[src/shared/wpd_consts.vh]
// Purpose: constants for the wake packet detect block
// Assumes: byte offsets on a 32-bit AHB-Lite register bus
// Notes: included by rtl/wpd_top.v and rtl/wpd_crc16.v
//
// What this block does
// RL1 - each filter holds an 8-bit offset of its first checked frame byte
// RL2 - software keeps every filter offset at 12 or more
// RL3 - each filter holds a 16-bit expected CRC; equal CRC flags wake frame
// RL4 - pattern enable enters detect mode, blocks normal receive, scans data
// RL5 - a detected pattern packet sets the pattern received flag
// RL6 - pattern detection is reported on the interrupt or the power event output
// RL7 - clearing pattern enable leaves detect mode and resumes normal receive
// RL8 - detect mode examines frames to own unicast or broadcast address
// RL9 - multicast frames are also accepted when the 16 copies are found
// RL10 - after the address fields, search sync then 16 address copies anywhere
// RL11 - pattern detection works only in full power and first low power
// RL12 - in full power, pattern detection needs the pattern enable bit
// RL13 - first low power enables pattern and wake frame detection regardless
// RL14 - 31-bit byte mask: bit j includes byte offset plus j in the CRC
// RL15 - command bit 3 selects multicast frames when set, unicast when clear
// RL16 - command bit 0 enables the filter; disabled filters never match
// RL17 - sync stream is six 0xFF bytes directly before the first copy
// RL18 - pattern received flag stays set until software clears it
`ifndef WPD_CONSTS_VH
`define WPD_CONSTS_VH
// ****************************
// register byte offsets
// ****************************
`define WPD_OFS_CTRL 8'h00
`define WPD_OFS_STS 8'h04
`define WPD_OFS_MASK 8'h08
`define WPD_OFS_ADDR_LO 8'h0C
`define WPD_OFS_ADDR_HI 8'h10
`define WPD_OFS_FCMD 8'h14
`define WPD_OFS_FOFS 8'h18
`define WPD_OFS_FCRC01 8'h1C
`define WPD_OFS_FCRC23 8'h20
`define WPD_OFS_FMASK0 8'h24
// ****************************
// fields
// ****************************
`define WPD_CTRL_WFEN 0
`define WPD_CTRL_PDEN 1
`define WPD_CTRL_EVSEL 2
`define WPD_STS_PAT 0
`define WPD_STS_WF 1
`define WPD_FCMD_EN 0
`define WPD_FCMD_MC 3
`define WPD_FCMD_WMASK 32'h0909_0909
// ****************************
// power states
// ****************************
`define WPD_PS_FULL 2'b00
`define WPD_PS_LOW1 2'b01
// ****************************
// frame and pattern figures
// ****************************
`define WPD_ADDR_BYTES 3'd6
`define WPD_HDR_BYTES 11'd12
`define WPD_SYNC_FF 3'd6
`define WPD_REPS 5'd16
`define WPD_MASK_BITS 11'd31
`define WPD_CRC_INIT 16'hFFFF
`define WPD_CRC_POLY 16'h8005
`endif

[src/rtl/wpd_crc16.v]
// Purpose: one byte step of the filter CRC-16
// Assumes: data bits enter least significant first
// Notes: purely combinational
`timescale 1ns/1ps
`default_nettype none
`include "wpd_consts.vh"
module wpd_crc16 #(
  parameter [15:0] POLY = `WPD_CRC_POLY
) (
  // state in
  input wire [15:0] CRC_IN,
  input wire [7:0] DATA,
  // state out
  output reg [15:0] CRC_OUT
);
  integer k;
  reg fb;
  always @*
  begin
    CRC_OUT = CRC_IN;
    fb = 1'b0;
    for (k = 0; k < 8; k = k + 1)
    begin
      fb = CRC_OUT[15] ^ DATA[k];
      CRC_OUT = {CRC_OUT[14:0], 1'b0} ^ (fb ? POLY : 16'h0000);
    end
  end
endmodule
`default_nettype wire

[src/rtl/wpd_top.v]
// Purpose: wake frame filters and pattern packet detection
// Assumes: byte stream from the receive datapath on REF_CLK
// Notes: registers over AHB-Lite, reads take one wait state
//
// Implementation choices: the AHB-Lite interface to the registers and the address map.
`timescale 1ns/1ps
`default_nettype none
`include "wpd_consts.vh"
module wpd_top #(
  parameter NUM_FILT = 4,
  parameter AW = 8
) (
  // clock and reset
  input wire REF_CLK,
  input wire RESETN,
  // ahb-lite slave
  input wire HSEL,
  input wire [AW-1:0] HADDR,
  input wire [1:0] HTRANS,
  input wire HWRITE,
  input wire [31:0] HWDATA,
  input wire HREADY,
  output reg [31:0] HRDATA,
  output reg HREADYOUT,
  output reg HRESP,
  // receive byte stream
  input wire RX_VALID,
  input wire [7:0] RX_DATA,
  input wire RX_LAST,
  // power state
  input wire [1:0] POWER_STATE,
  // outputs
  output reg RX_SUPPRESS,
  output reg IRQ,
  output reg POWER_EVENT_OUT
);
  // ****************************
  // registers
  // ****************************
  reg [2:0] ctrl_reg;
  reg [1:0] sts_reg;
  reg [1:0] sts_next;
  reg [1:0] mask_reg;
  reg [31:0] addr_lo_reg;
  reg [15:0] addr_hi_reg;
  reg [31:0] fcmd_reg;
  reg [31:0] fofs_reg;
  reg [63:0] fcrc_reg;
  reg [30:0] fmask_reg [0:NUM_FILT-1];
  reg wr_pend_reg;
  reg rd_pend_reg;
  reg [7:0] acc_addr_reg;
  reg [31:0] rd_data;
  integer i;
  integer j;

  wire [7:0] addr8 = {HADDR[7:2], 2'b00};
  wire addr_ph = HSEL & HTRANS[1] & HREADY;
  wire wr_now = wr_pend_reg;
  wire [31:0] clr_word = (wr_now && acc_addr_reg == `WPD_OFS_STS) ? HWDATA : 32'h0000_0000;

  function [7:0] addr_byte;
    input [2:0] idx;
    input [47:0] a;
    begin
      case (idx)
        3'd0: addr_byte = a[7:0];
        3'd1: addr_byte = a[15:8];
        3'd2: addr_byte = a[23:16];
        3'd3: addr_byte = a[31:24];
        3'd4: addr_byte = a[39:32];
        default: addr_byte = a[47:40];
      endcase
    end
  endfunction

  wire [47:0] node_addr = {addr_hi_reg, addr_lo_reg};

  // ****************************
  // effective enables
  // ****************************
  wire ps_full = POWER_STATE == `WPD_PS_FULL;
  wire ps_low1 = POWER_STATE == `WPD_PS_LOW1;
  wire pat_act = (ps_full & ctrl_reg[`WPD_CTRL_PDEN]) | ps_low1; // RL11 RL12 RL13
  wire frm_act = (ps_full & ctrl_reg[`WPD_CTRL_WFEN]) | ps_low1; // RL13

  // ****************************
  // frame position and destination
  // ****************************
  reg [10:0] cnt_reg;
  reg uc_reg;
  reg bc_reg;
  reg mc_reg;
  reg uc_next;
  reg bc_next;
  reg mc_next;
  wire in_da = cnt_reg < {8'd0, `WPD_ADDR_BYTES};
  wire first = cnt_reg == 11'd0;

  always @*
  begin
    uc_next = uc_reg;
    bc_next = bc_reg;
    mc_next = mc_reg;
    if (RX_VALID && in_da)
    begin
      uc_next = (first | uc_reg) & (RX_DATA == addr_byte(cnt_reg[2:0], node_addr));
      bc_next = (first | bc_reg) & (RX_DATA == 8'hFF);
      if (first)
        mc_next = RX_DATA[0];
    end
  end

  // ****************************
  // pattern search
  // ****************************
  reg [2:0] ff_reg;
  reg [2:0] bi_reg;
  reg [4:0] rep_reg;
  reg run_reg;
  reg found_reg;
  reg [2:0] ff_next;
  reg [2:0] bi_next;
  reg [4:0] rep_next;
  reg run_next;
  reg found_next;
  wire is_ff = RX_DATA == 8'hFF;
  wire [2:0] ff_inc = (ff_reg == 3'd7) ? ff_reg : ff_reg + 3'd1;

  always @*
  begin
    ff_next = ff_reg;
    bi_next = bi_reg;
    rep_next = rep_reg;
    run_next = run_reg;
    found_next = found_reg;
    if (RX_VALID && cnt_reg >= `WPD_HDR_BYTES) // RL10
    begin
      if (run_reg)
      begin
        if (RX_DATA == addr_byte(bi_reg, node_addr))
        begin
          if (bi_reg == `WPD_ADDR_BYTES - 3'd1)
          begin
            bi_next = 3'd0;
            rep_next = rep_reg + 5'd1;
            if (rep_reg == `WPD_REPS - 5'd1)
            begin
              found_next = 1'b1; // RL10
              run_next = 1'b0;
            end
          end
          else
            bi_next = bi_reg + 3'd1;
          ff_next = 3'd0;
        end
        else
        begin
          run_next = 1'b0;
          bi_next = 3'd0;
          rep_next = 5'd0;
          ff_next = is_ff ? 3'd1 : 3'd0;
        end
      end
      else
      begin
        if (ff_reg >= `WPD_SYNC_FF && RX_DATA == addr_byte(3'd0, node_addr)) // RL17
        begin
          run_next = 1'b1;
          bi_next = 3'd1;
          rep_next = 5'd0;
        end
        ff_next = is_ff ? ff_inc : 3'd0; // RL17
      end
    end
  end

  // ****************************
  // wake frame filters
  // ****************************
  wire [NUM_FILT-1:0] filt_hit;
  genvar g;
  generate
    for (g = 0; g < NUM_FILT; g = g + 1)
    begin : filt
      reg [15:0] crc_reg;
      wire [15:0] crc_upd;
      wire [7:0] ofs = fofs_reg[8*g+7:8*g]; // RL1
      wire [10:0] rel = cnt_reg - {3'd0, ofs};
      wire in_win = (cnt_reg >= {3'd0, ofs}) && (rel < `WPD_MASK_BITS)
        && fmask_reg[g][rel[4:0]]; // RL14
      wire [15:0] crc_next = (RX_VALID && in_win) ? crc_upd : crc_reg;
      wire type_ok = fcmd_reg[8*g+`WPD_FCMD_MC] ? mc_next : ~mc_next; // RL15
      wpd_crc16 u_crc (
        .CRC_IN(crc_reg),
        .DATA(RX_DATA),
        .CRC_OUT(crc_upd)
      );
      assign filt_hit[g] = fcmd_reg[8*g+`WPD_FCMD_EN] & type_ok // RL16
        & (crc_next == fcrc_reg[16*g+15:16*g]); // RL3
      always @(posedge REF_CLK)
      begin
        if (!RESETN || (RX_VALID && RX_LAST))
          crc_reg <= `WPD_CRC_INIT;
        else
          crc_reg <= crc_next; // RL3
      end
    end
  endgenerate

  // ****************************
  // events
  // ****************************
  wire frame_end = RX_VALID & RX_LAST;
  wire dest_ok = uc_next | bc_next; // RL8
  wire pat_hit = frame_end & pat_act & found_next & (dest_ok | mc_next); // RL5 RL9
  wire wf_hit = frame_end & frm_act & (|filt_hit);

  always @*
  begin
    sts_next = sts_reg & ~clr_word[1:0];
    if (pat_hit)
      sts_next[`WPD_STS_PAT] = 1'b1; // RL5 RL18
    if (wf_hit)
      sts_next[`WPD_STS_WF] = 1'b1;
  end

  // ****************************
  // receive state registers
  // ****************************
  always @(posedge REF_CLK)
  begin
    if (!RESETN || frame_end)
    begin
      cnt_reg <= 11'd0;
      uc_reg <= 1'b0;
      bc_reg <= 1'b0;
      mc_reg <= 1'b0;
      ff_reg <= 3'd0;
      bi_reg <= 3'd0;
      rep_reg <= 5'd0;
      run_reg <= 1'b0;
      found_reg <= 1'b0;
    end
    else
    begin
      if (RX_VALID && cnt_reg != 11'h7FF)
        cnt_reg <= cnt_reg + 11'd1;
      uc_reg <= uc_next;
      bc_reg <= bc_next;
      mc_reg <= mc_next;
      ff_reg <= ff_next;
      bi_reg <= bi_next;
      rep_reg <= rep_next;
      run_reg <= run_next;
      found_reg <= found_next;
    end
  end

  // ****************************
  // register read mux
  // ****************************
  always @*
  begin
    rd_data = 32'h0000_0000;
    case (acc_addr_reg)
      `WPD_OFS_CTRL: rd_data = {29'd0, ctrl_reg};
      `WPD_OFS_STS: rd_data = {30'd0, sts_reg};
      `WPD_OFS_MASK: rd_data = {30'd0, mask_reg};
      `WPD_OFS_ADDR_LO: rd_data = addr_lo_reg;
      `WPD_OFS_ADDR_HI: rd_data = {16'd0, addr_hi_reg};
      `WPD_OFS_FCMD: rd_data = fcmd_reg;
      `WPD_OFS_FOFS: rd_data = fofs_reg;
      `WPD_OFS_FCRC01: rd_data = fcrc_reg[31:0];
      `WPD_OFS_FCRC23: rd_data = fcrc_reg[63:32];
      default:
      begin
        for (j = 0; j < NUM_FILT; j = j + 1)
          if (acc_addr_reg == `WPD_OFS_FMASK0 + 8'd4 * j[7:0])
            rd_data = {1'b0, fmask_reg[j]};
      end
    endcase
  end

  // ****************************
  // bus slave and register writes
  // ****************************
  always @(posedge REF_CLK)
  begin
    if (!RESETN)
    begin
      wr_pend_reg <= 1'b0;
      rd_pend_reg <= 1'b0;
      acc_addr_reg <= 8'h00;
      HREADYOUT <= 1'b1;
      HRESP <= 1'b0;
      HRDATA <= 32'h0000_0000;
      ctrl_reg <= 3'd0;
      sts_reg <= 2'd0;
      mask_reg <= 2'd0;
      addr_lo_reg <= 32'h0000_0000;
      addr_hi_reg <= 16'h0000;
      fcmd_reg <= 32'h0000_0000;
      fofs_reg <= 32'h0000_0000;
      fcrc_reg <= 64'h0000_0000_0000_0000;
      for (i = 0; i < NUM_FILT; i = i + 1)
        fmask_reg[i] <= 31'd0;
      RX_SUPPRESS <= 1'b0;
      IRQ <= 1'b0;
      POWER_EVENT_OUT <= 1'b0;
    end
    else
    begin
      HRESP <= 1'b0;
      sts_reg <= sts_next; // RL18
      RX_SUPPRESS <= pat_act; // RL4 RL7
      IRQ <= ~ctrl_reg[`WPD_CTRL_EVSEL] & (|(sts_reg & mask_reg)); // RL6
      POWER_EVENT_OUT <= ctrl_reg[`WPD_CTRL_EVSEL] & (|(sts_reg & mask_reg)); // RL6
      wr_pend_reg <= 1'b0;
      if (rd_pend_reg)
      begin
        HRDATA <= rd_data;
        HREADYOUT <= 1'b1;
        rd_pend_reg <= 1'b0;
      end
      else if (addr_ph)
      begin
        acc_addr_reg <= addr8;
        wr_pend_reg <= HWRITE;
        rd_pend_reg <= ~HWRITE;
        HREADYOUT <= HWRITE;
      end
      if (wr_now)
      begin
        case (acc_addr_reg)
          `WPD_OFS_CTRL: ctrl_reg <= HWDATA[2:0]; // RL4 RL7
          `WPD_OFS_MASK: mask_reg <= HWDATA[1:0];
          `WPD_OFS_ADDR_LO: addr_lo_reg <= HWDATA;
          `WPD_OFS_ADDR_HI: addr_hi_reg <= HWDATA[15:0];
          `WPD_OFS_FCMD: fcmd_reg <= HWDATA & `WPD_FCMD_WMASK;
          `WPD_OFS_FOFS: fofs_reg <= HWDATA; // RL1 RL2
          `WPD_OFS_FCRC01: fcrc_reg[31:0] <= HWDATA;
          `WPD_OFS_FCRC23: fcrc_reg[63:32] <= HWDATA;
          default:
          begin
            for (i = 0; i < NUM_FILT; i = i + 1)
              if (acc_addr_reg == `WPD_OFS_FMASK0 + 8'd4 * i[7:0])
                fmask_reg[i] <= HWDATA[30:0]; // RL14
          end
        endcase
      end
    end
  end
endmodule
`default_nettype wire

[config.mk]
export PLATFORM = sky130hd
export DESIGN_NAME = wpd_top
export DESIGN_NICKNAME = d
export VERILOG_FILES = /design/src/rtl/wpd_crc16.v /design/src/rtl/wpd_top.v
export VERILOG_INCLUDE_DIRS = /design/src /design/src/shared
export SDC_FILE = /design/constraint.sdc
export NUM_CORES = 1
export LEC_CHECK = 0
export BUFFER_PORTS_ARGS = -buffer_cell sky130_fd_sc_hd__buf_2
export CORE_MARGIN = 2
export CORE_UTILIZATION = 35
export CTS_CLUSTER_DIAMETER = 30
export CTS_CLUSTER_SIZE = 30
export DETAILED_ROUTE_END_ITERATION = 16
export GPL_ROUTABILITY_DRIVEN = 1
export HOLD_SLACK_MARGIN = 0.05
export PLACE_DENSITY = 0.62
export SLEW_MARGIN = 20
export SYNTH_ARGS = -nofsm -noshare
export SYNTH_HDL_FRONTEND = slang
export SYNTH_SLANG_ARGS = --single-unit
[constraint.sdc]
create_clock -name REF_CLK -period 3.7 [get_ports REF_CLK]
set_clock_uncertainty 0.05 [all_clocks]
set_input_delay 0.185 -clock REF_CLK [delete_from_list [all_inputs] [get_ports REF_CLK]]
set_output_delay 0.185 -clock REF_CLK [all_outputs]
set_load 0.1 [all_outputs]
==> results.ini <==
[min_path]
hold_path_end = cnt_reg[2]$_SDFFE_PP0P_
holdPathStages = 4
hp-class = primary input to flip-flop
hold_path.startpoint = RX_VALID

[synthesis]
synth_cells = 2580
synthTopCellsByCount = nand2_1, dfxtp_1, a21boi_0
muxShareOfSynthArea_pct = 6.867
synth_seq_area_share_pct = 40.51
synth-seq-cells = 418
synth_area_leader_cell = dfxtp_1
asyncSetResetFlopFracSynth_pct = 0
syn_area_per_cell_um2 = 9.194
synth_edf_count = 124
synth_top_family_by_area = compound AO/OA/AOI/OAI gates
yosysMostFrequentCell = nand2_1
synth_compound_area_share_pct = 19.27
synth.area.top_cells = dfxtp_1, edfxtp_1, nand2_1, a21boi_0, xnor2_1
syn_area_um2 = 23720
yosysTopAreaCellShare_pct = 24.81
syn_nets = 2685
yosysUniqueCellTypes = 82
synth-simple-area-share_pct = 18.01
synthXorXnorAreaFrac_pct = 8.392
ys_warn_count = 0
yosys.area_share.adder_pct = 2.553
synth_flop_cell = dfxtp_1

[clocking]
cts_max_level = 3
clockRootBuffer = clkbuf_16
cts_tree = built
cts_sinks = 418
insertion_delay_ns = 0.67
clk_path_buf_depth = 3
path_clk_slew_ns = 0.05
numCtsBuffers = 106

[setup_path]
cp_cell_sequence = inv_4, ha_4, inv_2, fa_2, mux4_2, mux2_4, or3_1, mux2i_2, buf_4, nor4_4, a211oi_2, a41oi_1, a2111o_1, nor4_4, a311o_1, a21bo_1
worstSetupPathType = flip-flop to flip-flop
cp.required_ns = 4.25
startpoint_type = flip-flop
crit_arrival_ns = 4.69
critPathMaxFanout = 5
rrSetupSlack_ns = -0.44
rr_worst_depth = 16
crit_buf_inv = 3
reg2reg_to = sts_reg[1]$_SDFF_PN0_
reg2reg_from = cnt_reg[0]$_SDFFE_PP0P_
path_common_cell = nor4_4
cpPeakStageDelay_ns = 0.58
critPathTopFamily = compound AO/OA/AOI/OAI gates
cp_slowest_cell = fa_2
end_kind = flip-flop

[power_and_ir_drop]
p_leak_uw = 0.01140
power.density_nw_per_um2 = 513.3
vdd_drop_max_v = 0.0003380

[place]
hpwl_mm = 74.51
portBuffers = 91
place_ws_ns = -0.6148
gp_congestion = 0.9946

[floorplan]
row_count = 95
die_x_um = 264.3
start_util_pct = 35.32
die_y_um = 264.3
num_io_pins = 96
die_area_um2 = 69870
placeableCoreArea_um2 = 67160

[route]
drt_iter0_markers = 3099
drt_pass1_iterations = 7
wl_per_cell_um = 26.07
viasPerCell = 5.789
drcViolationCount = 0
routed_wl_mm = 100.8
postRouteAntennaNets = 0
vias = 22390

[sta]
maxSlewHeadroom_pct = 21.06
hold_violations = 0
setup_violations = 1
min_period_over_period_pct = 111.8
worst_slack_ns = -0.4379
tns_ns = -0.4379
max_slew.worst_pin.slew_ns = 1.180
drv_slew = 0
clock.fmax_mhz = 241.7
finalCriticalPeriod_ns = 4.138
rsz0062_at_grt = yes

[grt]
grt_pass1_vias = 21660
grt_max_degree = 67
gr-total-overflow = 0
grt_pass1_wl_mm = 145.6
antenna_found_initial = 3
grt_usage_pct = 28.22

[finish]
drive_gt1_share_pct = 21.87
area_growth_pct = 31.35
fillers = 6297
largest_reg_flops = 124
fin_nets = 3006

[status]
status = finished with violations
violations = setup timing

[flow_run]
cap_violations = 0

-- area by class of cell --
class / instances / area, um2 / area share, %
inverter: 80 / 302.8 / 0.9718
timing repair buffer: 395 / 3030 / 9.726
multi-input combinational: 1900 / 13490 / 43.29
sequential: 418 / 9613 / 30.85
clock inverter: 61 / 683.2 / 2.193
antenna: 3 / 7.507 / 0.02409
tap: 873 / 1092 / 3.506
clock buffer: 137 / 2940 / 9.437
-- power by group --
group | internal, uW | total, uW | switching (uW)
sequential | 4820 | 4930 | 114
clock | 6150 | 9190 | 3040
combinational | 811 | 1860 | 1050
-- layout by cell type (no fill, tap or decap), drive strengths merged, types with 50 or more instances in the layout --
master  synthesis  routed
a21oi          50      50
dfxtp         294     294
xor2           78      78
nand3          53      53
and2          142     142
inv            80      84
xnor2         133     133
mux2i          84      84
edfxtp        124     124
a21boi        162     162
nand2         433     433
buf            32     349
clkbuf        150     137
nor2           90      90
o21ai          93      93
-- kinds of logic (layout without fill, tap and decap cells) --
logic type / Yosys count / after routing
AO/OA/AOI/OAI: 619 / 619
flip-flops: 418 / 418
XOR/XNOR: 216 / 216
adder cells (fa/ha/maj): 46 / 46
buffers and inverters: 262 / 673
other: 1 / 4
AND/OR/NAND/NOR: 894 / 894
multiplexers: 124 / 124
-- worst max-delay path by stage --
stage	cells after the start	end	slack [ns]	startpoint
2_1_floorplan	18	sts_reg[1]$_SDFF_PN0_	-0.19	cnt_reg[0]$_SDFFE_PP0P_
3_3_place_gp	18	sts_reg[1]$_SDFF_PN0_	-0.57	cnt_reg[0]$_SDFFE_PP0P_
3_5_place_dp	17	sts_reg[1]$_SDFF_PN0_	-0.61	fofs_reg[0]$_SDFFE_PN0P_
4_1_cts	16	sts_reg[1]$_SDFF_PN0_	-0.42	cnt_reg[0]$_SDFFE_PP0P_
5_1_grt	16	sts_reg[1]$_SDFF_PN0_	-0.56	cnt_reg[0]$_SDFFE_PP0P_
6_report	16	sts_reg[1]$_SDFF_PN0_	-0.44	cnt_reg[0]$_SDFFE_PP0P_
-- stage by stage --
stage	total power (uW)	cells	cell area (um2)	util, %	hold WS (ns)
2_1_floorplan	5958	2580	23750	-	0.2111
3_3_place_gp	6663	3605	26470	39.42	0.3242
3_5_place_dp	6674	3605	26470	39.42	0.3310
4_1_cts	15970	3855	30830	45.90	0.06587
5_1_grt	16410	3864	31150	46.38	0.1228
6_report	15990	3867	31160	46.39	0.08588
-- what timing repair did --
action                     4_1_cts  5_1_grt
hold endpoints to repair       274        0
gates cloned                     1        0
setup endpoints to repair       16       35
pin swaps                       15       28
gates resized for setup         44       64
hold buffers                    46        0
setup buffers                    6       11
-- worst reg2reg max path, cell delays in order (launching register included) --
cell and delay, ns:
dfxtp_2 0.33, inv_4 0.07, ha_4 0.12, inv_2 0.03, fa_2 0.58, mux4_2 0.52, mux2_4 0.27, or3_1 0.32
mux2i_2 0.17, buf_4 0.15, nor4_4 0.07, a211oi_2 0.25, a41oi_1 0.06, a2111o_1 0.44, nor4_4 0.38, a311o_1 0.19
a21bo_1 0.11
-- layer usage --
layer	GRT usage, %	share of wire [%]	vias to the layer above
li1	-	-	9945
met1	36.85	41	10860
met2	43.17	44	1295
met3	7.664	10	279
met4	13.61	5.4	4
met5	0	0.027	-
(Power assumes the default switching activity.)
